$ cat src/shared/acrm_pkg.sv
// constants and types of the accelerometer register bank
// assumes one 200 MHz clock and a byte access port fed by the serial engines
// Contract
// - sample and event-status updates wait until the serial transaction has ended.
// - bit 0 of every byte register is its least significant bit.
// - host configures and monitors all registers through the serial byte port.
// - y sample bits 7..0 read-only at 0x0F, reset 0x00.
// - y sample bits 15..8 read-only at 0x10, after the low byte.
// - standby accepts all writes; wake accepts writes only to power state control.
// - register pointer advances by one after every byte read or written.
package acrm_pkg;
    // widths
    localparam int BYTE_W   = 8;
    localparam int SAMPLE_W = 16;
    localparam int FIDX_W   = 6;
    // register offsets
    localparam logic [7:0] ADDR_DEVICE_STATUS    = 8'h05;
    localparam logic [7:0] ADDR_EVENT_INT_ENABLE = 8'h06;
    localparam logic [7:0] ADDR_POWER_STATE_CTRL = 8'h07;
    localparam logic [7:0] ADDR_OUTPUT_RATE_SEL  = 8'h08;
    localparam logic [7:0] ADDR_MOTION_FEAT_CTRL = 8'h09;
    localparam logic [7:0] ADDR_FIFO_LEVEL_FLAGS = 8'h0A;
    localparam logic [7:0] ADDR_FIFO_READ_INDEX  = 8'h0B;
    localparam logic [7:0] ADDR_FIFO_WRITE_INDEX = 8'h0C;
    localparam logic [7:0] ADDR_X_SAMPLE_LOW     = 8'h0D;
    localparam logic [7:0] ADDR_X_SAMPLE_HIGH    = 8'h0E;
    localparam logic [7:0] ADDR_Y_SAMPLE_LOW     = 8'h0F;
    localparam logic [7:0] ADDR_Y_SAMPLE_HIGH    = 8'h10;
    localparam logic [7:0] ADDR_Z_SAMPLE_LOW     = 8'h11;
    localparam logic [7:0] ADDR_Z_SAMPLE_HIGH    = 8'h12;
    localparam logic [7:0] ADDR_EVENT_FLAGS      = 8'h13;
    localparam logic [7:0] ADDR_INTERRUPT_PEND   = 8'h14;
    localparam logic [7:0] ADDR_PART_IDENTIFIER  = 8'h18;
    localparam logic [7:0] ADDR_FULL_SCALE_SEL   = 8'h20;
    localparam logic [7:0] ADDR_X_OFFSET_LOW     = 8'h21;
    // reset values
    localparam logic [7:0] RST_BYTE   = 8'h00;
    localparam logic [15:0] RST_WORD  = 16'h0000;
    // writable bits of each read/write register, reserved bits stay zero
    localparam logic [7:0] WMASK_EVENT_INT_ENABLE = 8'hDF;
    localparam logic [7:0] WMASK_POWER_STATE_CTRL = 8'h33;
    localparam logic [7:0] WMASK_OUTPUT_RATE_SEL  = 8'h07;
    localparam logic [7:0] WMASK_MOTION_FEAT_CTRL = 8'hFF;
    localparam logic [7:0] WMASK_FULL_SCALE_SEL   = 8'h7F;
    localparam logic [7:0] WMASK_X_OFFSET_LOW     = 8'hFF;
    // device status field positions
    localparam int DS_OTP_BUSY_BIT = 7;
    localparam int DS_WDT_BIT      = 4;
    // operating state codes in power state control bits 1..0
    localparam logic [1:0] STATE_STANDBY = 2'h0;
    localparam logic [1:0] STATE_WAKE    = 2'h1;
    // update hold state
    typedef enum logic {HOLD_IDLE, HOLD_PENDING} acrm_hold_t;
endpackage

$ cat src/shared/acrm_upd_if.sv
// carrier of held sample and event updates between hold stage and register bank
// assumes both ends sit on the same clock
`timescale 1ns/100ps
`default_nettype none
interface acrm_upd_if;
    import acrm_pkg::*;
    logic                apply;  // one-cycle pulse: load the values below
    logic [SAMPLE_W-1:0] x_smp;
    logic [SAMPLE_W-1:0] y_smp;
    logic [SAMPLE_W-1:0] z_smp;
    logic [BYTE_W-1:0]   evt;
    logic [BYTE_W-1:0]   pend;
    modport src (output apply, x_smp, y_smp, z_smp, evt, pend);
    modport dst (input  apply, x_smp, y_smp, z_smp, evt, pend);
endinterface
`default_nettype wire

$ cat src/verilog/acrm_regs.sv
// accelerometer register bank behind the serial byte access port
// assumes the serial engines deliver decoded bytes on clk_in and hold busy over a transaction
`timescale 1ns/100ps
`default_nettype none
module acrm_regs
    import acrm_pkg::*;
#(
    parameter logic [7:0] PART_ID = 8'h5A  // arbitrary identification value
)(
    // clock and reset
    input  wire logic                          clk_in,
    input  wire logic                          srst_in,
    // serial byte access port
    input  wire logic                          acc_busy_in,
    input  wire logic                          acc_addr_load_in,
    input  wire logic [7:0]                    acc_addr_in,
    input  wire logic                          acc_wr_in,
    input  wire logic [BYTE_W-1:0]             acc_wdata_in,
    input  wire logic                          acc_rd_in,
    output logic [BYTE_W-1:0]                  acc_rdata_out,
    output logic                               acc_rvalid_out,
    // sensor core side
    input  wire logic                          smp_valid_in,
    input  wire logic [SAMPLE_W-1:0]           x_axis_sample_in,
    input  wire logic [SAMPLE_W-1:0]           y_axis_sample_in,
    input  wire logic [SAMPLE_W-1:0]           z_axis_sample_in,
    input  wire logic [BYTE_W-1:0]             evt_flags_in,
    input  wire logic [BYTE_W-1:0]             int_pend_in,
    input  wire logic [1:0]                    fifo_flags_in,
    input  wire logic [FIDX_W-1:0]             fifo_rd_idx_in,
    input  wire logic [FIDX_W-1:0]             fifo_wr_idx_in,
    input  wire logic                          wdt_event_in,
    input  wire logic                          otp_busy_in,
    // configuration towards the core
    output logic [BYTE_W-1:0]                  intr_enable_out,
    output logic [BYTE_W-1:0]                  power_state_out,
    output logic [BYTE_W-1:0]                  rate_select_out,
    output logic [BYTE_W-1:0]                  motion_ctrl_out,
    output logic [BYTE_W-1:0]                  range_filter_out,
    output logic [BYTE_W-1:0]                  x_offset_low_out
);
    import acrm_pkg::*;

    acrm_upd_if upd ();

    // hold stage for samples and event status
    acrm_hold u_hold (
        .clk_in       (clk_in),
        .srst_in      (srst_in),
        .busy_in      (acc_busy_in),
        .smp_valid_in (smp_valid_in),
        .x_in         (x_axis_sample_in),
        .y_in         (y_axis_sample_in),
        .z_in         (z_axis_sample_in),
        .evt_in       (evt_flags_in),
        .pend_in      (int_pend_in),
        .upd          (upd.src)
    );

    logic [7:0]          addr_reg,  addr_next;
    logic [BYTE_W-1:0]   ien_reg,   ien_next;
    logic [BYTE_W-1:0]   pwr_reg,   pwr_next;
    logic [BYTE_W-1:0]   rate_reg,  rate_next;
    logic [BYTE_W-1:0]   mot_reg,   mot_next;
    logic [BYTE_W-1:0]   rng_reg,   rng_next;
    logic [BYTE_W-1:0]   xoff_reg,  xoff_next;
    logic                wdt_reg,   wdt_next;
    logic [SAMPLE_W-1:0] xs_reg,    xs_next;
    logic [SAMPLE_W-1:0] ys_reg,    ys_next;
    logic [SAMPLE_W-1:0] zs_reg,    zs_next;
    logic [BYTE_W-1:0]   evt_reg,   evt_next;
    logic [BYTE_W-1:0]   pend_reg,  pend_next;
    logic [1:0]          ff_reg,    ff_next;
    logic [FIDX_W-1:0]   frd_reg,   frd_next;
    logic [FIDX_W-1:0]   fwr_reg,   fwr_next;
    logic [BYTE_W-1:0]   rdata_reg, rdata_next;
    logic                rvld_reg,  rvld_next;
    logic                wake;
    logic                wr_ok;
    logic [BYTE_W-1:0]   rd_mux;
    logic [BYTE_W-1:0]   device_status;

    // wake blocks all writes except to power state control
    assign wake  = (pwr_reg[1:0] == STATE_WAKE);
    assign wr_ok = acc_wr_in && (!wake || addr_reg == ADDR_POWER_STATE_CTRL);

    // device status byte assembled from live state
    always_comb begin
        device_status                  = RST_BYTE;
        device_status[DS_OTP_BUSY_BIT] = otp_busy_in;
        device_status[DS_WDT_BIT]      = wdt_reg;
        device_status[1:0]             = pwr_reg[1:0];
    end

    // read decode, low bytes carry bits 7..0
    always_comb begin
        case (addr_reg)
            ADDR_DEVICE_STATUS:    rd_mux = device_status;
            ADDR_EVENT_INT_ENABLE: rd_mux = ien_reg;
            ADDR_POWER_STATE_CTRL: rd_mux = pwr_reg;
            ADDR_OUTPUT_RATE_SEL:  rd_mux = rate_reg;
            ADDR_MOTION_FEAT_CTRL: rd_mux = mot_reg;
            ADDR_FIFO_LEVEL_FLAGS: rd_mux = {6'h00, ff_reg};
            ADDR_FIFO_READ_INDEX:  rd_mux = {2'h0, frd_reg};
            ADDR_FIFO_WRITE_INDEX: rd_mux = {2'h0, fwr_reg};
            ADDR_X_SAMPLE_LOW:     rd_mux = xs_reg[7:0];
            ADDR_X_SAMPLE_HIGH:    rd_mux = xs_reg[15:8];
            ADDR_Y_SAMPLE_LOW:     rd_mux = ys_reg[7:0];
            ADDR_Y_SAMPLE_HIGH:    rd_mux = ys_reg[15:8];
            ADDR_Z_SAMPLE_LOW:     rd_mux = zs_reg[7:0];
            ADDR_Z_SAMPLE_HIGH:    rd_mux = zs_reg[15:8];
            ADDR_EVENT_FLAGS:      rd_mux = evt_reg;
            ADDR_INTERRUPT_PEND:   rd_mux = pend_reg;
            ADDR_PART_IDENTIFIER:  rd_mux = PART_ID;
            ADDR_FULL_SCALE_SEL:   rd_mux = rng_reg;
            ADDR_X_OFFSET_LOW:     rd_mux = xoff_reg;
            default:               rd_mux = RST_BYTE;
        endcase
    end

    // next values of pointer, configuration, status and read answer
    always_comb begin
        addr_next  = addr_reg;
        ien_next   = ien_reg;
        pwr_next   = pwr_reg;
        rate_next  = rate_reg;
        mot_next   = mot_reg;
        rng_next   = rng_reg;
        xoff_next  = xoff_reg;
        wdt_next   = wdt_reg;
        xs_next    = xs_reg;
        ys_next    = ys_reg;
        zs_next    = zs_reg;
        evt_next   = evt_reg;
        pend_next  = pend_reg;
        ff_next    = ff_reg;
        frd_next   = frd_reg;
        fwr_next   = fwr_reg;
        rdata_next = rdata_reg;
        rvld_next  = 1'b0;
        // byte access from the serial engines
        if (acc_addr_load_in) begin
            addr_next = acc_addr_in;
        end else if (acc_wr_in || acc_rd_in) begin
            addr_next = addr_reg + 8'h01;
        end
        if (!acc_addr_load_in && acc_rd_in) begin
            rdata_next = rd_mux;
            rvld_next  = 1'b1;
            if (addr_reg == ADDR_DEVICE_STATUS) begin
                wdt_next = 1'b0;                           // cleared by reading status
            end
        end
        if (!acc_addr_load_in && wr_ok) begin
            case (addr_reg)
                ADDR_EVENT_INT_ENABLE: ien_next  = acc_wdata_in & WMASK_EVENT_INT_ENABLE;
                ADDR_POWER_STATE_CTRL: pwr_next  = acc_wdata_in & WMASK_POWER_STATE_CTRL;
                ADDR_OUTPUT_RATE_SEL:  rate_next = acc_wdata_in & WMASK_OUTPUT_RATE_SEL;
                ADDR_MOTION_FEAT_CTRL: mot_next  = acc_wdata_in & WMASK_MOTION_FEAT_CTRL;
                ADDR_FULL_SCALE_SEL:   rng_next  = acc_wdata_in & WMASK_FULL_SCALE_SEL;
                ADDR_X_OFFSET_LOW:     xoff_next = acc_wdata_in & WMASK_X_OFFSET_LOW;
                default:               ;
            endcase
        end
        // watchdog event wins over the clearing read
        if (wdt_event_in) begin
            wdt_next = 1'b1;
        end
        // held samples and event status
        if (upd.apply) begin
            xs_next   = upd.x_smp;
            ys_next   = upd.y_smp;
            zs_next   = upd.z_smp;
            evt_next  = upd.evt;
            pend_next = upd.pend;
        end
        // fifo status also frozen during a transaction
        if (!acc_busy_in) begin
            ff_next  = fifo_flags_in;
            frd_next = fifo_rd_idx_in;
            fwr_next = fifo_wr_idx_in;
        end
    end

    // register all state
    always_ff @(posedge clk_in) begin
        if (srst_in) begin
            addr_reg  <= RST_BYTE;
            ien_reg   <= RST_BYTE;
            pwr_reg   <= RST_BYTE;
            rate_reg  <= RST_BYTE;
            mot_reg   <= RST_BYTE;
            rng_reg   <= RST_BYTE;
            xoff_reg  <= RST_BYTE;
            wdt_reg   <= 1'b0;
            xs_reg    <= RST_WORD;
            ys_reg    <= RST_WORD;
            zs_reg    <= RST_WORD;
            evt_reg   <= RST_BYTE;
            pend_reg  <= RST_BYTE;
            ff_reg    <= 2'h0;
            frd_reg   <= '0;
            fwr_reg   <= '0;
            rdata_reg <= RST_BYTE;
            rvld_reg  <= 1'b0;
        end else begin
            addr_reg  <= addr_next;
            ien_reg   <= ien_next;
            pwr_reg   <= pwr_next;
            rate_reg  <= rate_next;
            mot_reg   <= mot_next;
            rng_reg   <= rng_next;
            xoff_reg  <= xoff_next;
            wdt_reg   <= wdt_next;
            xs_reg    <= xs_next;
            ys_reg    <= ys_next;
            zs_reg    <= zs_next;
            evt_reg   <= evt_next;
            pend_reg  <= pend_next;
            ff_reg    <= ff_next;
            frd_reg   <= frd_next;
            fwr_reg   <= fwr_next;
            rdata_reg <= rdata_next;
            rvld_reg  <= rvld_next;
        end
    end

    // outputs straight from flops
    assign acc_rdata_out    = rdata_reg;
    assign acc_rvalid_out   = rvld_reg;
    assign intr_enable_out  = ien_reg;
    assign power_state_out  = pwr_reg;
    assign rate_select_out  = rate_reg;
    assign motion_ctrl_out  = mot_reg;
    assign range_filter_out = rng_reg;
    assign x_offset_low_out = xoff_reg;
endmodule
`default_nettype wire

$ cat src/verilog/acrm_hold.sv
// hold stage: keeps the newest sample set until no serial transaction runs
// assumes busy comes from the serial engines on the same clock
`timescale 1ns/100ps
`default_nettype none
module acrm_hold
    import acrm_pkg::*;
(
    // clock and reset
    input  wire logic                clk_in,
    input  wire logic                srst_in,
    // transaction state and new sample set
    input  wire logic                busy_in,
    input  wire logic                smp_valid_in,
    input  wire logic [SAMPLE_W-1:0] x_in,
    input  wire logic [SAMPLE_W-1:0] y_in,
    input  wire logic [SAMPLE_W-1:0] z_in,
    input  wire logic [BYTE_W-1:0]   evt_in,
    input  wire logic [BYTE_W-1:0]   pend_in,
    // held update towards the register bank
    acrm_upd_if.src                  upd
);
    import acrm_pkg::*;

    acrm_hold_t                  state_reg, state_next;
    logic [3*SAMPLE_W+2*BYTE_W-1:0] stage_reg, stage_next;

    // newest set overwrites the stage; release only while no transaction runs
    always_comb begin
        stage_next = stage_reg;
        state_next = state_reg;
        if (smp_valid_in) begin
            stage_next = {x_in, y_in, z_in, evt_in, pend_in};
            state_next = HOLD_PENDING;
        end else begin
            case (state_reg)
                HOLD_IDLE:    state_next = HOLD_IDLE;
                HOLD_PENDING: if (!busy_in) state_next = HOLD_IDLE;
                default:      state_next = HOLD_IDLE;
            endcase
        end
    end

    always_ff @(posedge clk_in) begin
        if (srst_in) begin
            state_reg <= HOLD_IDLE;
            stage_reg <= '0;
        end else begin
            state_reg <= state_next;
            stage_reg <= stage_next;
        end
    end

    // release pulse; a stop between sample periods gives it a chance to fire
    assign upd.apply = (state_reg == HOLD_PENDING) && !busy_in;
    assign {upd.x_smp, upd.y_smp, upd.z_smp, upd.evt, upd.pend} = stage_reg;
endmodule
`default_nettype wire

$ cat config.mk
export PLATFORM = sky130hd
export DESIGN_NAME = acrm_regs
export DESIGN_NICKNAME = d
export VERILOG_FILES = /design/src/shared/acrm_pkg.sv /design/src/shared/acrm_upd_if.sv /design/src/verilog/acrm_regs.sv /design/src/verilog/acrm_hold.sv
export SDC_FILE = /design/constraint.sdc
export NUM_CORES = 1
export LEC_CHECK = 0
export BUFFER_PORTS_ARGS = -buffer_cell sky130_fd_sc_hd__buf_4
export CAP_MARGIN = 40
export CORE_ASPECT_RATIO = 1.2
export CORE_MARGIN = 10
export CORE_UTILIZATION = 49
export CTS_CLUSTER_DIAMETER = 200
export DETAILED_ROUTE_END_ITERATION = 10
export PLACE_DENSITY_LB_ADDON = 0.1
export SKIP_CTS_REPAIR_TIMING = 1
export SYNTH_ARGS = -nofsm -noshare
export SYNTH_HDL_FRONTEND = slang
export SYNTH_HIERARCHICAL = 1
export SYNTH_SLANG_ARGS = --single-unit
$ cat constraint.sdc
create_clock -name clk_in -period 2.7 [get_ports clk_in]
set_input_delay 0.54 -clock clk_in [delete_from_list [all_inputs] [get_ports clk_in]]
set_output_delay 0.54 -clock clk_in [all_outputs]
set_load 0.005 [all_outputs]
==> impl_results.md <==
- R2R Path Start: addr_reg[4]
- DIE WIDTH: 140 µm
- Max Slew Vio Count: 0
- Clk sinks: 198
- Post-synthesis instance area: 8440 µm²
- Max Root-Sink Buffers: 2
- Crit path from: addr_reg[4]
- Crit path largest cell delay: 0.56 ns
- WP data required: 3.01 ns
- DR iter-0 viols: 560
- GRT Overall Usage: 21.3%
- Simple-Gate Fraction of Synth Area: 16.2%
- Crit start category: flop
- Skew final: 0.0102 ns
- R2R cell count: 6
- Critical path arrival: 2.70 ns
- Post-synthesis cell type count: 54
- Power per cell area: 606 nW/µm²
- CP max stage cell: or3_1
- Clock slew at reported path FFs: 0.08 ns
- Synthesized flop and latch total: 198
- Xor/xnor share of the synthesized area: 0.622%
- Sequential-to-total area share from yosys stat: 47.0%
- Async set-or-reset flop fraction in the synthesized netlist: 0%
- Antenna Diode Count: 0
- Routed wire length: 24900 µm
- Fillers: 1486
- Yosys warnings: 6
- Worst reg2reg path endpoint: intr_enable_out[6]
- WP depth: 6
- RSZ-0062 raised after global routing: false
- Vias in the first global route: 6692
- Worst path cell trace: or3_1, nor4_4, o21ai_2, nor3_4, mux2i_1, nor2_1
- Buffers & Inverters on Critical Path: 0
- Rows: 52
- Skew-Pair Late Insertion Delay: 0.44 ns
- Adder-Cell Fraction of Synth Area: 0.593%
- Largest family of logic cells by synthesized area: multiplexers
- # setup viols final: 0
- Die Y: 164 µm
- Congestion Overflow GR: 0
- Post-DR wirelength/cell: 19.7 µm
- Status: completed
- Min cycle time layout: 2.39 ns
- Total number of vias: 6926
- Tcrit/Tclk final: 88.5%
- Largest net degree at the start of global routing: 130
- Buffers on Ports: 148
- Num CTS Buffers: 17
- Max IR drop VDD: 0.380 mV
- TritonRoute pass-1 iters: 5
- Crit path max-delay family: simple AND/OR/NAND/NOR gates
- Post-synth EDFFs: 0
- CP endpoint: intr_enable_out[6]
- Setup TNS: 0 ns
- Max FFs per register: 64
- CP Class: reg -> reg
- Post-synthesis mux area share: 20.6%
- IO Pins: 160
- P_leak: 4.35 nW
- Hold WC Path Type: in -> reg
- Cells after Synth: 895
- CORE AREA: 16900 µm²
- Global-route wire length before repair: 38800 µm
- Worst-margin pin slew: 0.693 ns
- CTS tree: done
- Flop-to-flop setup slack: 0.31 ns
- Die footprint: 22900 µm²
- Routed Antenna Nets: 0
- H-tree depth: 4
- Initial antenna violation count: 0
- DRC: 0
- Final GP Congestion: 0.925
- Area of placed instances: 9790 µm²
- Clk root buf: clkbuf_16
- Syn Area/Cell: 9.43 µm²
- Synth Area in Compound Gates: 9.80%
- Max-Cap Viols: 0
- Critical Path Sink Type: flop
- Fin. Hold Viols: 0
- Initial Util: 49.9%
- Share of layout cells above drive strength 1: 21.8%
- Via density: 5.47
- Area grow syn2layout: 23.2%
- Max frequency: 418 MHz
- Hpwl dp: 18900 µm
- CP max FO: 12
- Design area: 10400 µm²
- Rel. slew slack: 53.8%
- Fin nets: 1145
- Ys flop type: dfxtp_1
[synthesized netlist by cell type, types with 6 or more instances]
master	number	share of area, %
a22o_1	7	0.73
a221oi_1	7	0.73
nand2_1	42	1.9
buf_1	11	0.49
nor2_1	210	9.3
mux2i_1	174	21
o21ai_0	20	1.2
clkbuf_1	39	1.7
inv_1	6	0.27
nor3_1	8	0.47
a21oi_1	21	1.2
a22oi_1	22	2.0
nand3_1	13	0.77
buf_4	12	1.1
o22ai_1	6	0.44
nor2b_1	7	0.52
dfxtp_1	198	47
[logic make-up (layout without fill, tap and decap cells)]
logic type                 count (synthesis)  after routing
other                                      1             11
xor gates and xnor gates                   6              6
and+or+nand+nor                          313            313
muxes                                    174            174
AOI/OAI and AO/OA                        119            119
adders and majority gates                  4              4
DFF                                      198            198
buffers and inverters                     80            226
[area by class of cell]
type / count / area [µm²] / area share [%]
Clock buffer: 17 / 425 / 4.09
Clock inverter: 15 / 185 / 1.78
Inverter: 6 / 22.5 / 0.217
Multi-Input combinational cell: 627 / 4090 / 39.3
Sequential cell: 198 / 3960 / 38.1
Tap cell: 216 / 270 / 2.60
Timing Repair Buffer: 188 / 1450 / 13.9
[worst min-delay path by stage]
stage               slack, ns               from                   end  cells past startpoint
floorplan                0.43   acc_rdata_out[5]      acc_rdata_out[5]                      2
global placement         0.47   acc_rdata_out[5]      acc_rdata_out[5]                      2
detailed placement       0.46   acc_rdata_out[5]      acc_rdata_out[5]                      2
CTS                      0.31    evt_flags_in[6]  u_hold/stage_reg[14]                      3
global route             0.32   fifo_flags_in[0]             ff_reg[0]                      3
finish                   0.32  fifo_rd_idx_in[3]            frd_reg[3]                      3
[cells in the final DEF, fill, tap and decap left out, drive strengths merged, types with 3 or more instances in the layout]
| master | count |
|---|---|
| or3 | 4 |
| a222oi | 3 |
| o211ai | 3 |
| nand4 | 4 |
| o22ai | 6 |
| a221oi | 7 |
| o31ai | 3 |
| inv | 13 |
| a22o | 7 |
| conb | 11 |
| clkinv | 7 |
| a32oi | 3 |
| nand2b | 3 |
| nand3 | 13 |
| a211oi | 4 |
| dfxtp | 198 |
| ha | 4 |
| nor4 | 3 |
| a22oi | 22 |
| buf | 188 |
| nor2 | 210 |
| nor2b | 7 |
| o21ai | 21 |
| xor2 | 4 |
| nand3b | 3 |
| nand2 | 42 |
| a31oi | 5 |
| nor3 | 11 |
| a21oi | 21 |
| a2111oi | 3 |
| clkbuf | 17 |
| mux2i | 174 |
[tightest hold or removal path, delay by kind of cell]
kind          cells  cell delay, ns
simple gates      1            0.07
buf+inv           1            0.07
mux               1            0.05
[metal layers]
metal / routed length, µm / part of all wire, % / track usage (%) / up-vias
li1: - / - / - / 3409
met1: 10700 / 43 / 26.8 / 3246
met2: 12100 / 48 / 34.4 / 230
met3: 1580 / 6.4 / 5.98 / 41
met4: 574 / 2.3 / 6.95 / 0
met5: 0 / 0 / 0 / -
[metrics by stage]
| step | power (mW) | setup WS, ns | hold WS [ns] | util [%] | instances |
|---|---|---|---|---|---|
| 2_1_floorplan | 3.53 | 0.496 | 0.435 | - | 905 |
| 3_3_place_gp | 3.78 | 0.271 | 0.466 | 57.8 | 1233 |
| 3_5_place_dp | 3.79 | 0.334 | 0.461 | 57.9 | 1235 |
| 4_1_cts | 6.36 | 0.316 | 0.311 | 61.5 | 1267 |
| 5_1_grt | 6.55 | 0.0722 | 0.318 | 61.5 | 1267 |
| 6_report | 6.31 | 0.310 | 0.321 | 61.5 | 1267 |
[power by group]
group	switching (mW)	internal [mW]
combinational	0.338	0.288
clock	1.25	1.33
sequential	0.0755	3.02
No activity file was read; power rests on OpenSTA's default activity.
